==> config.mk <==
export PLATFORM = sky130hd
export DESIGN_NAME = amp_monitor_clock_fault_regs
export DESIGN_NICKNAME = d
export VERILOG_FILES = /design/src/include/amp_regs_pkg.sv /design/src/rtl/clock_loss_timer.sv /design/src/rtl/amp_monitor_clock_fault_regs.sv
export SDC_FILE = /design/constraint.sdc
export NUM_CORES = 1
export LEC_CHECK = 0
export ABC_AREA = 1
export BUFFER_PORTS_ARGS = -buffer_cell sky130_fd_sc_hd__clkbuf_2
export CORE_ASPECT_RATIO = 1.25
export CORE_MARGIN = 2
export CORE_UTILIZATION = 44
export DETAILED_ROUTE_END_ITERATION = 10
export HOLD_SLACK_MARGIN = 0.1
export SYNTH_ARGS = -nofsm -noshare
export SYNTH_HDL_FRONTEND = slang
export SYNTH_HIERARCHICAL = 1
export SYNTH_SLANG_ARGS = --single-unit
==> constraint.sdc <==
create_clock -name CLK_IN -period 4.2 [get_ports CLK_IN]
set_input_delay 0.84 -clock CLK_IN [delete_from_list [all_inputs] [get_ports CLK_IN]]
set_output_delay 0.84 -clock CLK_IN [all_outputs]
set_load 0.005 [all_outputs]
==> src/include/amp_regs_pkg.sv <==
// package for the amplifier monitor and clock fault register group
// assumes a 100 MHz core clock and byte-wide register port
package amp_regs_pkg;

  // core clock rate
  localparam real CLK_MHZ = 100.0;

  // register offsets on the register port
  localparam logic [6:0] INT_FLAGS_ADDR = 7'h26;
  localparam logic [6:0] TEMP_SENSE_ADDR = 7'h31;
  localparam logic [6:0] LOW_POWER_ADDR = 7'h35;
  localparam logic [6:0] RATE_SELECT_ADDR = 7'h36;
  localparam logic [6:0] FAULT_RECOVERY_ADDR = 7'h4f;
  localparam logic [6:0] FAULT_TIMING_ADDR = 7'h50;

  // reset values
  localparam logic [7:0] TEMP_SENSE_RST = 8'h00;
  localparam logic [7:0] LOW_POWER_RST = 8'h00;
  localparam logic [7:0] RATE_SELECT_RST = 8'h32;
  localparam logic [7:0] FAULT_RECOVERY_RST = 8'h00;
  localparam logic [7:0] FAULT_TIMING_RST = 8'h11;

  // field positions
  localparam int TEMP_REQ_BIT = 5;
  localparam int TEMP_VALID_BIT = 4;
  localparam int TEMP_CODE_LSB = 0;
  localparam int POR_PD_BIT = 7;
  localparam int RATE_LSB = 0;
  localparam int FAULT2_NO_RETRY_BIT = 3;
  localparam int FAULT1_NO_RETRY_BIT = 2;
  localparam int RAMP_RATE_LSB = 6;
  localparam int FAULT1_TIMEOUT_LSB = 3;
  localparam int FAULT2_TIMEOUT_LSB = 0;
  localparam int FAULT1_STICKY_BIT = 5;
  localparam int FAULT2_STICKY_BIT = 2;

  // sample rate encodings
  typedef enum logic [1:0] {
    RATE_8K = 2'h0,
    RATE_16K = 2'h1,
    RATE_48K = 2'h2,
    RATE_96K = 2'h3
  } rate_sel_t;

  // gain ramp-down rates, microseconds per dB
  localparam real RAMP0_US = 15.0;
  localparam real RAMP1_US = 30.0;
  localparam real RAMP2_US = 60.0;
  localparam real RAMP3_US = 120.0;
  localparam logic [13:0] RAMP0_CYC = 14'(int'(RAMP0_US * CLK_MHZ));
  localparam logic [13:0] RAMP1_CYC = 14'(int'(RAMP1_US * CLK_MHZ));
  localparam logic [13:0] RAMP2_CYC = 14'(int'(RAMP2_US * CLK_MHZ));
  localparam logic [13:0] RAMP3_CYC = 14'(int'(RAMP3_US * CLK_MHZ));

  // missing-clock timeouts
  localparam real TO0_US = 10.6;
  localparam real TO1_US = 21.3;
  localparam real TO2_US = 42.6;
  localparam real TO3_US = 85.3;
  localparam real TO4_MS = 0.34;
  localparam real TO5_MS = 0.68;
  localparam real TO6_MS = 1.36;
  localparam real TO7_MS = 2.73;
  localparam logic [19:0] TO0_CYC = 20'(int'(TO0_US * CLK_MHZ));
  localparam logic [19:0] TO1_CYC = 20'(int'(TO1_US * CLK_MHZ));
  localparam logic [19:0] TO2_CYC = 20'(int'(TO2_US * CLK_MHZ));
  localparam logic [19:0] TO3_CYC = 20'(int'(TO3_US * CLK_MHZ));
  localparam logic [19:0] TO4_CYC = 20'(int'(TO4_MS * 1000.0 * CLK_MHZ));
  localparam logic [19:0] TO5_CYC = 20'(int'(TO5_MS * 1000.0 * CLK_MHZ));
  localparam logic [19:0] TO6_CYC = 20'(int'(TO6_MS * 1000.0 * CLK_MHZ));
  localparam logic [19:0] TO7_CYC = 20'(int'(TO7_MS * 1000.0 * CLK_MHZ));

  // one register port access
  typedef struct packed {
    logic [6:0] addr;
    logic wr;
    logic rd;
    logic [7:0] wdata;
  } reg_req_t;

  // temperature sensor handshake inputs
  typedef struct packed {
    logic done;
    logic [3:0] code;
  } temp_result_t;

endpackage : amp_regs_pkg

==> src/rtl/clock_loss_timer.sv <==
// missing-clock detector: flags loss when the sensed clock stops toggling
// assumes the sensed clock level is already synchronous to the core clock
`timescale 1ns/1ps
module clock_loss_timer
  import amp_regs_pkg::*;
(
  // core clock and reset
  input wire logic clk_in,
  input wire logic rst_n_in,
  // sensed clock level and timeout limit in core cycles
  input wire logic sense_in,
  input wire logic [19:0] limit_in,
  // loss indication, a level
  output logic lost_out
);

  typedef struct packed {
    logic sense_prev;
    logic [19:0] count;
    logic lost;
  } timer_state_t;

  timer_state_t s_q;
  timer_state_t s_d;

  // restart the count on every edge of the sensed clock
  always_comb
  begin
    s_d = s_q;
    s_d.sense_prev = sense_in;
    if (sense_in != s_q.sense_prev)
    begin
      s_d.count = 20'h0_0000;
      s_d.lost = 1'b0;
    end
    else if (s_q.count >= limit_in - 20'h0_0001)
    begin
      s_d.lost = 1'b1;
    end
    else
    begin
      s_d.count = s_q.count + 20'h0_0001;
    end
  end

  // state register
  always_ff @(posedge clk_in or negedge rst_n_in)
  begin
    if (!rst_n_in)
      s_q <= '0;
    else
      s_q <= s_d;
  end

  assign lost_out = s_q.lost;

endmodule : clock_loss_timer

==> src/rtl/amp_monitor_clock_fault_regs.sv <==
// control and status registers for die temperature, low power, sample rate
// and clock fault handling of the amplifier
// assumes a byte-wide register port already decoded from the serial host port
//
// Notes on behaviour
// - writing one to temp_request starts a reading; it self-clears on completion.
// - temp_reading_valid reads zero during acquisition, one after a completed one.
// - temp_range_code is a 4-bit band, 0 below 30 C, 15 above 140 C.
// - low power bit 7 one powers the battery reset monitor down.
// - 2-bit rate field selects 8, 16, 48 or 96 kHz.
// - detector 2 fault recovers alone when its no-retry bit is zero, else latches.
// - detector 1 fault recovers alone when its no-retry bit is zero, else latches.
// - on clock fault gain ramps down at 15, 30, 60 or 120 us per dB.
// - each detector mutes playback after its selected missing-clock timeout.
// - separate sticky flags per detector stay set until software reads them.
`timescale 1ns/1ps
module amp_monitor_clock_fault_regs
  import amp_regs_pkg::*;
#(
  parameter logic [7:0][19:0] TIMEOUT_CYC = {TO7_CYC, TO6_CYC, TO5_CYC, TO4_CYC,
                                             TO3_CYC, TO2_CYC, TO1_CYC, TO0_CYC},
  parameter logic [3:0][13:0] RAMP_CYC = {RAMP3_CYC, RAMP2_CYC, RAMP1_CYC, RAMP0_CYC}
)
(
  // clock and reset
  input wire logic CLK_IN,
  input wire logic RST_N_IN,
  // register port
  input wire reg_req_t REG_REQ_IN,
  output logic [7:0] REG_RDATA_OUT,
  // temperature sensor
  input wire temp_result_t TEMP_RESULT_IN,
  output logic TEMP_START_OUT,
  // sensed clocks, bit 0 detector 1, bit 1 detector 2
  input wire logic [1:0] CLK_SENSE_IN,
  // controls to the audio path
  output logic POR_MONITOR_PD_OUT,
  output logic [1:0] SAMPLE_RATE_OUT,
  output logic PLAYBACK_MUTE_OUT,
  output logic CLOCK_SHUTDOWN_OUT,
  output logic GAIN_STEP_OUT
);

  typedef struct packed {
    logic [1:0] temp_rsvd;
    logic temp_req;
    logic temp_valid;
    logic [3:0] temp_code;
    logic temp_start;
    logic [7:0] low_power;
    logic [7:0] rate_select;
    logic [7:0] fault_recovery;
    logic [7:0] fault_timing;
    logic [1:0] sticky;
    logic [1:0] lost_prev;
    logic [1:0] shut;
    logic [13:0] ramp_cnt;
    logic ramp_step;
    logic [7:0] rdata;
  } state_t;

  state_t s_q;
  state_t s_d;
  logic [1:0] lost;
  logic [1:0] no_retry;
  logic [1:0] lost_rise;
  logic wr_hit_rec;
  logic muting;

  // timeout lookup for a 3-bit field
  function automatic logic [19:0] timeout_sel(input logic [2:0] code);
    timeout_sel = TIMEOUT_CYC[code];
  endfunction : timeout_sel

  // read data mux over the mapped registers
  function automatic logic [7:0] read_mux(input state_t s, input logic [6:0] addr);
    logic [7:0] v;
    v = 8'h00;
    case (addr)
      INT_FLAGS_ADDR:
      begin
        v[FAULT1_STICKY_BIT] = s.sticky[0];
        v[FAULT2_STICKY_BIT] = s.sticky[1];
      end
      TEMP_SENSE_ADDR:
      begin
        v = {s.temp_rsvd, s.temp_req, s.temp_valid, s.temp_code};
      end
      LOW_POWER_ADDR: v = s.low_power;
      RATE_SELECT_ADDR: v = s.rate_select;
      FAULT_RECOVERY_ADDR: v = s.fault_recovery;
      FAULT_TIMING_ADDR: v = s.fault_timing;
      default: v = 8'h00;
    endcase
    read_mux = v;
  endfunction : read_mux

  // the two missing-clock detectors
  clock_loss_timer u_detect1 (
    .clk_in(CLK_IN),
    .rst_n_in(RST_N_IN),
    .sense_in(CLK_SENSE_IN[0]),
    .limit_in(timeout_sel(s_q.fault_timing[FAULT1_TIMEOUT_LSB +: 3])),
    .lost_out(lost[0])
  );

  clock_loss_timer u_detect2 (
    .clk_in(CLK_IN),
    .rst_n_in(RST_N_IN),
    .sense_in(CLK_SENSE_IN[1]),
    .limit_in(timeout_sel(s_q.fault_timing[FAULT2_TIMEOUT_LSB +: 3])),
    .lost_out(lost[1])
  );

  // fault decode helpers
  assign no_retry[0] = s_q.fault_recovery[FAULT1_NO_RETRY_BIT];
  assign no_retry[1] = s_q.fault_recovery[FAULT2_NO_RETRY_BIT];
  assign lost_rise = lost & ~s_q.lost_prev;
  assign wr_hit_rec = REG_REQ_IN.wr && (REG_REQ_IN.addr == FAULT_RECOVERY_ADDR);
  assign muting = |lost || |s_q.shut;

  // next-state logic
  always_comb
  begin
    s_d = s_q;
    s_d.temp_start = 1'b0;
    s_d.ramp_step = 1'b0;
    s_d.lost_prev = lost;

    // plain writes
    if (REG_REQ_IN.wr)
    begin
      case (REG_REQ_IN.addr)
        TEMP_SENSE_ADDR: s_d.temp_rsvd = REG_REQ_IN.wdata[7:6];
        LOW_POWER_ADDR: s_d.low_power = REG_REQ_IN.wdata;
        RATE_SELECT_ADDR: s_d.rate_select = REG_REQ_IN.wdata;
        FAULT_RECOVERY_ADDR: s_d.fault_recovery = REG_REQ_IN.wdata;
        FAULT_TIMING_ADDR: s_d.fault_timing = REG_REQ_IN.wdata;
        default: s_d.rdata = s_q.rdata;
      endcase
    end

    // start a temperature reading; a request while busy is ignored
    if (REG_REQ_IN.wr && REG_REQ_IN.addr == TEMP_SENSE_ADDR &&
        REG_REQ_IN.wdata[TEMP_REQ_BIT] && !s_q.temp_req)
    begin
      s_d.temp_req = 1'b1;
      s_d.temp_valid = 1'b0;
      s_d.temp_start = 1'b1;
    end

    // completion stores the code and self-clears the request
    if (s_q.temp_req && TEMP_RESULT_IN.done)
    begin
      s_d.temp_code = TEMP_RESULT_IN.code;
      s_d.temp_req = 1'b0;
      s_d.temp_valid = 1'b1;
    end
    // otherwise the code is left alone

    // sticky flags: reading clears, a new fault in the same cycle wins
    if (REG_REQ_IN.rd && REG_REQ_IN.addr == INT_FLAGS_ADDR)
      s_d.sticky = 2'b00;
    s_d.sticky = s_d.sticky | lost_rise;

    // latched shutdown: a write to the recovery register releases it
    if (wr_hit_rec)
      s_d.shut = 2'b00;
    if (lost[0] && no_retry[0])
      s_d.shut[0] = 1'b1;
    if (lost[1] && no_retry[1])
      s_d.shut[1] = 1'b1;

    // gain ramp-down pacing while muting
    if (muting)
    begin
      if (s_q.ramp_cnt >= RAMP_CYC[s_q.fault_timing[RAMP_RATE_LSB +: 2]] - 14'h0001)
      begin
        s_d.ramp_cnt = 14'h0000;
        s_d.ramp_step = 1'b1;
      end
      else
      begin
        s_d.ramp_cnt = s_q.ramp_cnt + 14'h0001;
      end
    end
    else
    begin
      s_d.ramp_cnt = 14'h0000;
    end

    // registered read data
    if (REG_REQ_IN.rd)
      s_d.rdata = read_mux(s_q, REG_REQ_IN.addr);
  end

  // state register
  always_ff @(posedge CLK_IN or negedge RST_N_IN)
  begin
    if (!RST_N_IN)
    begin
      s_q <= '0;
      s_q.temp_rsvd <= TEMP_SENSE_RST[7:6];
      s_q.low_power <= LOW_POWER_RST;
      s_q.rate_select <= RATE_SELECT_RST;
      s_q.fault_recovery <= FAULT_RECOVERY_RST;
      s_q.fault_timing <= FAULT_TIMING_RST;
    end
    else
    begin
      s_q <= s_d;
    end
  end

  // outputs
  assign REG_RDATA_OUT = s_q.rdata;
  assign TEMP_START_OUT = s_q.temp_start;
  assign POR_MONITOR_PD_OUT = s_q.low_power[POR_PD_BIT];
  assign SAMPLE_RATE_OUT = s_q.rate_select[RATE_LSB +: 2];
  // mute while a clock is missing, or while a latched shutdown stands
  assign PLAYBACK_MUTE_OUT = muting;
  assign CLOCK_SHUTDOWN_OUT = |s_q.shut;
  assign GAIN_STEP_OUT = s_q.ramp_step;

endmodule : amp_monitor_clock_fault_regs

==> results.md, run 1 <==
- Outcome: finished clean
- Crit path kind: flop to flop
- Chip width: 131 microns
- Worst skew pair latency: 0.43 ns
- Slowest CP cell: dfstp_2
- # nets final: between 1000 and 1500
- Post-DP Area: between 9000 and 10000 sq um
- Mapped cell area: about 9000 sq um
- Cell mode on critical path: nand2_1
- First-pass GRT wire length: 36000 microns
- Critical Path Max Stage Delay: slightly below 0.6 ns
- Top cell type's share of synthesized area: between 30% and 40%
- I/O pin cnt: 41
- Clock transition at path regs: roughly 0.060 ns
- DRC: 0
- Number of synthesized flops with an enable pin: 0
- Max cap viols: 0
- Buffers added on ports: 40
- H-tree level count: 4
- Largest net degree at the start of global routing: about 120
- # rows: between 50 and 60
- Final std cells w/o fill: ~1600
- Sequential share of power: a little under two fifths
- CP required: ~4.5 ns
- TritonCTS clock tree: done
- Synth Flop Type: dfrtp_1
- Clock tree root driver cell: clkbuf_16
- Power Internal: 2.27 mW
- Routed Antenna Nets: 0
- Via Count: between 7000 and 8000
- CP Buf/Inv Count: 1
- Placer Congestion: between 0.8 and 0.9
- Worst slew pin tran: 0.756 ns
- Net Sw Power: 1.09 mW
- Net Sw Frac: about a third
- Most common library cells after synthesis: 363 x nand2_1, 161 x nor2_1, 148 x inv_1
- Synth top area cells: dfrtp_1 31%, nand2_1 15%, ha_1 11%
- Final design area excluding fillers: slightly below 10000 sq um
- ANT cells: 0
- Cell family with most CP delay: simple AND/OR/NAND/NOR gates
- Height of the die: roughly 160 microns
- Clock power share: ~43%
- Async SR Flop Fraction: 100%
- HP Class: flop to flop
- DRT Wirelength: 20800 microns
- Hold Fails Final Rpt: 0
- Post-Syn Instances: 1256
- TNS Setup: 0 ns
- Core ar.: 20000 sq um
- GRT Total Usage: 20.5%
- Clock skew: about 0.015 ns
- Max Freq: ~280 MHz
- Synthesis warning total: 6
- Synth Register Bits: between 100 and 150
- CTS resizes: 0
- DR iter-0 viols: 383
- Post-DP HPWL: 15300 microns
- Hold buffer count at CTS: 0
- 1st-pass router iterations: 5
- Count of different cell masters after synthesis: 42
- Share of cells above drive strength 1: just over 10%
- Crit start category: flop
- Total Power: 3.37 mW
- CP Cell Sequence: inv_1, ha_1, nand2_1, nand2_1, nor2_1, nand4_1, nor2_1, nand4_1, xor2_1, ha_1, nand2_2, nor2_4, nand2_1, nor2_1, nand2_1, nand4_2, nand2_2, nand2_1, nand2_1
- Synth area leader: dfrtp_1
- Max Fanout on Critical Path: 20
- Pins Over Slew Limit: 0
- Comb pwr share: a little under a fifth
- CTS max path bufs: 2
- Peak supply drop: 0.000285 V
- Unrepaired setup endpoints after global routing: no
- Synth-to-Final Area Change: 10.9%
- Post-Syn Area per Cell: a little over 7 sq um
- Vias per inst: 4.89
- Headroom to the max-slew limit: slightly below 50%
- Drt wl/cell: around 13 microns
- Cell with the most instances after synthesis: nand2_1
- Endpoint class of the critical path: flop
- Final hold slack: between 0.4 and 0.5 ns
- LEAKAGE: between 5 and 6 nW
- Data arrival time of the worst path: a little under 4 ns
- Power density over cell area: 341 nW/um^2
- Grt total ovfl: 0
- Placed cells: 1541
- Clk sinks: 114
- CTS buffer count: 17
- Number of global-route vias before repair: between 7000 and 8000
- Fin crit period: between 3 and 4 ns
- # setup viols final: 0
- Die area: ~21000 sq um
- Fin crit share: 86.5%
- Initial antenna violation count: 0
- Initial core utilization: 44.6%
- Post-synthesis sequential area ratio: around 32%
- Postcts setup bufs: 0
## power groups by stage
| stage | logic (mW) | registers [mW] | clock network, mW |
|---|---|---|---|
| after detailed placement | 0.625 | 1.31 | 0 |
| final | 0.619 | 1.29 | 1.46 |
| after CTS | 0.629 | 1.29 | 1.49 |
| after global placement | 0.615 | 1.31 | 0 |
| after floorplan | 0.478 | 1.28 | 0 |
| after global routing | 0.729 | 1.30 | 1.54 |
## state kept, by name, summed over array words and instances, names as in the netlist
signal	count
GAIN_STEP_OUT	1
POR_MONITOR_PD_OUT	1
REG_RDATA_OUT	8
SAMPLE_RATE_OUT	2
TEMP_START_OUT	1
no_retry	2
s_q	55
u_detect1/lost_out	1
u_detect1/s_q	21
u_detect2/lost_out	1
u_detect2/s_q	21
## cell families (layout without fill, tap and decap cells)
family	Yosys count	in the layout	synth area share, %
xor+xnor	72	72	7.17
other cells	1	11	0.0421
fa+ha+maj	78	78	11.0
buf+inv	193	230	9.40
compound gates	85	85	5.28
simple gates	713	713	35.0
flops	114	114	32.1
## final timing paths
check,end,from,slack (ns),cells past startpoint
max,u_detect2/s_q[5],s_q[29],0.57,19
min,s_q[26],u_detect2/lost_out,0.42,0
max reg2reg,u_detect2/s_q[5],s_q[29],0.57,19
min reg2reg,s_q[26],u_detect2/lost_out,0.42,0
max in group asynchronous,s_q[37],RST_N_IN,3.21,2
min in group asynchronous,s_q[21],RST_N_IN,0.50,2
## metrics by stage
step	util (%)	setup slack, ns
floorplan	-	1.08
global placement	46.5	0.578
finish	49.5	0.565
CTS	49.5	0.567
detailed placement	46.5	0.576
global route	49.5	0.129
## metal layers
layer | up-vias | track usage, % | wire length (microns)
li1 | 4004 | - | -
met1 | 3600 | 25.1 | 9470
met2 | 79 | 38.0 | 10700
met3 | 13 | 2.82 | 415
met4 | 0 | 5.63 | 226
met5 | - | 0 | 0
## layout make-up
type / count / area [sq um]
clock buffer: 17 / 425
clock inverter: 15 / 161
timing repair buffer: 48 / 275
inverter: 150 / 563
tap: 270 / 338
fill: 2026 / 10100
sequential: 114 / 2860
multi-input combinational: 959 / 5250
## cell usage in the layout, fill, tap and decap left out, drive strengths merged
master / synthesis / routed
o21a: 8 / 8
nand3: 100 / 100
nor3b: 2 / 2
a21o: 5 / 5
a21oi: 28 / 28
nand3b: 6 / 6
buf: 27 / 9
clkinvlp: 0 / 1
nor4: 3 / 3
and3: 1 / 1
dfrtp: 109 / 109
nand2: 378 / 378
nor3: 7 / 7
inv: 150 / 160
dfstp: 5 / 5
o22ai: 2 / 2
a21boi: 1 / 1
or2: 1 / 1
xnor2: 24 / 24
o21ai: 38 / 38
xor2: 48 / 48
ha: 78 / 78
conb: 1 / 11
bufinv: 0 / 1
clkbuf: 16 / 56
o21bai: 2 / 2
nor2: 183 / 183
nand4: 32 / 32
clkinv: 0 / 3
o31ai: 1 / 1
(Power assumes the default switching activity.)
==> inputs of run 2 (changes only) <==
--- a/config.mk
+++ b/config.mk
@@ -7,11 +7,15 @@
 export LEC_CHECK = 0
 export ABC_AREA = 1
 export BUFFER_PORTS_ARGS = -buffer_cell sky130_fd_sc_hd__clkbuf_2
+export CAP_MARGIN = 25
+export CELL_PAD_IN_SITES_DETAIL_PLACEMENT = 0
+export CELL_PAD_IN_SITES_GLOBAL_PLACEMENT = 1
 export CORE_ASPECT_RATIO = 1.25
 export CORE_MARGIN = 2
 export CORE_UTILIZATION = 44
 export DETAILED_ROUTE_END_ITERATION = 10
 export HOLD_SLACK_MARGIN = 0.1
+export PLACE_DENSITY_LB_ADDON = 0.1
 export SYNTH_ARGS = -nofsm -noshare
 export SYNTH_HDL_FRONTEND = slang
 export SYNTH_HIERARCHICAL = 1
==> results.md, run 2 (synthesis gave the netlist of run 1 again) <==
- Outcome: finished clean
- Area of the multi-input gates: 5250 sq um (unchanged)
- Post-DP HPWL: 16100 microns (+5.2%)
- Pre-CTS WS: 0.496 ns (-0.0800 ns)
- Clock skew: 0.0121 ns (-0.00302 ns)
- TritonCTS clock tree: done
- Endpoint class of the critical path: flop
- Crit path kind: flop to flop
- Drt wl/cell: 13.7 microns (+3.8%)
- Data arrival time of the worst path: 3.92 ns (-0.03 ns)
- LEAKAGE: 5.17 nW (+0.24%)
- Hold buffer count at CTS: 0 (unchanged)
- Synth-to-Final Area Change: 11.1%
- CP startpoint: s_q[34]
- # setup viols final: 0 (unchanged)
- Biggest register: s_q
- Fin worst setup slack: 0.591 ns (+0.0256 ns)
- Share of cells above drive strength 1: 10.3% (+0.21 points)
- Clk sinks: 114 (unchanged)
- Max cap viols: 0 (unchanged)
- Final design area excluding fillers: 9890 sq um (+0.15%)
- Number of global-route vias before repair: 7448 (-0.19%)
- Max Fanout on Critical Path: 20 (unchanged)
- I/O pin cnt: 41 (unchanged)
- Post-DP Area: 9300 sq um (+0.11%)
- Placed cells: 1544 (+0.19%)
- Global routing's busiest layer: met2
- DRT Wirelength: 21600 microns (+4.0%)
- Hold Fails Final Rpt: 0 (unchanged)
- Placer Congestion: 0.802 (-6.2%)
- Final std cells w/o fill: 1576 (+0.19%)
- CTS buffer count: 17 (unchanged)
- Met2 usage: 38.8% (+0.84 points)
- Peak supply drop: 0.000284 V (-0.10%)
- Register area: 2860 sq um (unchanged)
- Largest net degree at the start of global routing: 53 (-54%)
- Crit start category: flop
- Worst skew pair latency: 0.43 ns (about the same)
- Initial antenna violation count: 0 (unchanged)
- Met3 Use GR: 3.07% (+0.25 points)
- 1st-pass router iterations: 5 (unchanged)
- TNS Setup: 0 ns (unchanged)
- Worst slew pin tran: 0.741 ns (-0.0145 ns)
- DRC: 0 (unchanged)
- DR iter-0 viols: 405 (+5.7%)
- Clock transition at path regs: 0.06 ns (about the same)
- Final Util: 49.5% (+0.075 points)
- Buffers added on ports: 40 (unchanged)
- Fin crit period: 3.61 ns (-0.0256 ns)
- Fill count: 2022 (-0.20%)
- M1 GR Usage: 26.2% (+1.2 points)
- Fin crit share: 85.9% (-0.61 points)
- Pins Over Slew Limit: 0 (unchanged)
- Via Count: 7638 (-0.75%)
- GRT Total Usage: 21.3% (+0.80 points)
- Worst hold start: u_detect1/lost_out
- CTS max path bufs: 2 (unchanged)
- Top Registers: s_q (55), u_detect1/s_q (21), u_detect2/s_q (21)
- First-pass GRT wire length: 36800 microns (+2.2%)
- Height of the die: 163 microns (unchanged)
- Total Power: 3.38 mW (+0.40%)
- CTS resizes: 0 (unchanged)
- Clock tree root driver cell: clkbuf_16
- Unrepaired setup endpoints after global routing: no
- Routed Antenna Nets: 0 (unchanged)
- Commonest cells after routing, fill and taps aside: 363 x nand2_1, 161 x nor2_1, 148 x inv_1, 109 x dfrtp_1, 99 x nand3_1
- Power density over cell area: 342 nW/um^2 (+0.24%)
- Die area: 21400 sq um (unchanged)
- ANT cells: 0 (unchanged)
- Headroom to the max-slew limit: 50.4% (+0.97 points)
- Core ar.: 20000 sq um (unchanged)
- Vias per inst: 4.85 (-0.94%)
- Largest register FFs: 55 (unchanged)
- Initial core utilization: 44.6% (unchanged)
- CP required: 4.51 ns (about the same)
- # rows: 58 (unchanged)
- Postcts setup bufs: 0 (unchanged)
- Grt total ovfl: 0 (unchanged)
- H-tree level count: 4 (unchanged)
- Final hold slack: 0.416 ns (-0.00624 ns)
- Max Freq: 277 MHz (+0.71%)
- Commonest non-fill, non-tap cell in the layout: nand2_1
- Worst R2R Start: s_q[34]
- HP Class: flop to flop
- Chip width: 131 microns (unchanged)
- # nets final: 1397 (+0.22%)
[run 2: changes by cell type in the layout (fill, tap and decap cells not counted), sizes merged]
cell | before | now
buf | 9 | 12
[run 2: layout make-up]
type                            count  share of cell area, %
Sequential cell                   114                   28.9
Clock buffer                       17                   4.30
Tap cell                          270                   3.42
Multi-Input combinational cell    959                   53.1
Timing Repair Buffer               51                   2.88
Inverter                          150                   5.69
Clock inverter                     15                   1.68
[run 2: critical path: stages (launching register included)]
cell and delay, ns:
dfrtp_1 0.53, inv_1 0.18, ha_1 0.26, inv_1 0.07, ha_1 0.24, nand2_1 0.09, nor2_2 0.16, nand3_2 0.14
nor2_1 0.11, nand2_1 0.07, nor2_1 0.12, xor2_1 0.16, inv_1 0.06, ha_1 0.28, nand2_1 0.06, inv_1 0.03
nand2_1 0.05, nand2_1 0.05, nand2_1 0.06, nand3_1 0.10, nor2_2 0.15, nand2_2 0.29, nand3_1 0.17, nand2_1 0.06
[run 2: layer usage]
layer / up-vias / part of all wire, %
li1: 4018 / -
met1: 3500 / 46
met2: 92 / 50
met3: 28 / 2.5
met4: 0 / 1.4
met5: - / 0
[run 2: where the power goes]
group,internal [mW],total [mW],switching [mW]
combinational,0.230,0.616,0.387
sequential,1.20,1.29,0.0947
clock,0.847,1.47,0.624
total,2.27,3.38,1.11
[run 2: final timing paths]
path,endpoint,slack (ns),depth (start not counted)
min reg2reg,s_q[25],0.42,0
max,u_detect1/s_q[4],0.59,23
max reg2reg,u_detect1/s_q[4],0.59,23
max in group asynchronous,s_q[33],2.85,2
min in group asynchronous,s_q[16],0.47,1
min,s_q[25],0.42,0
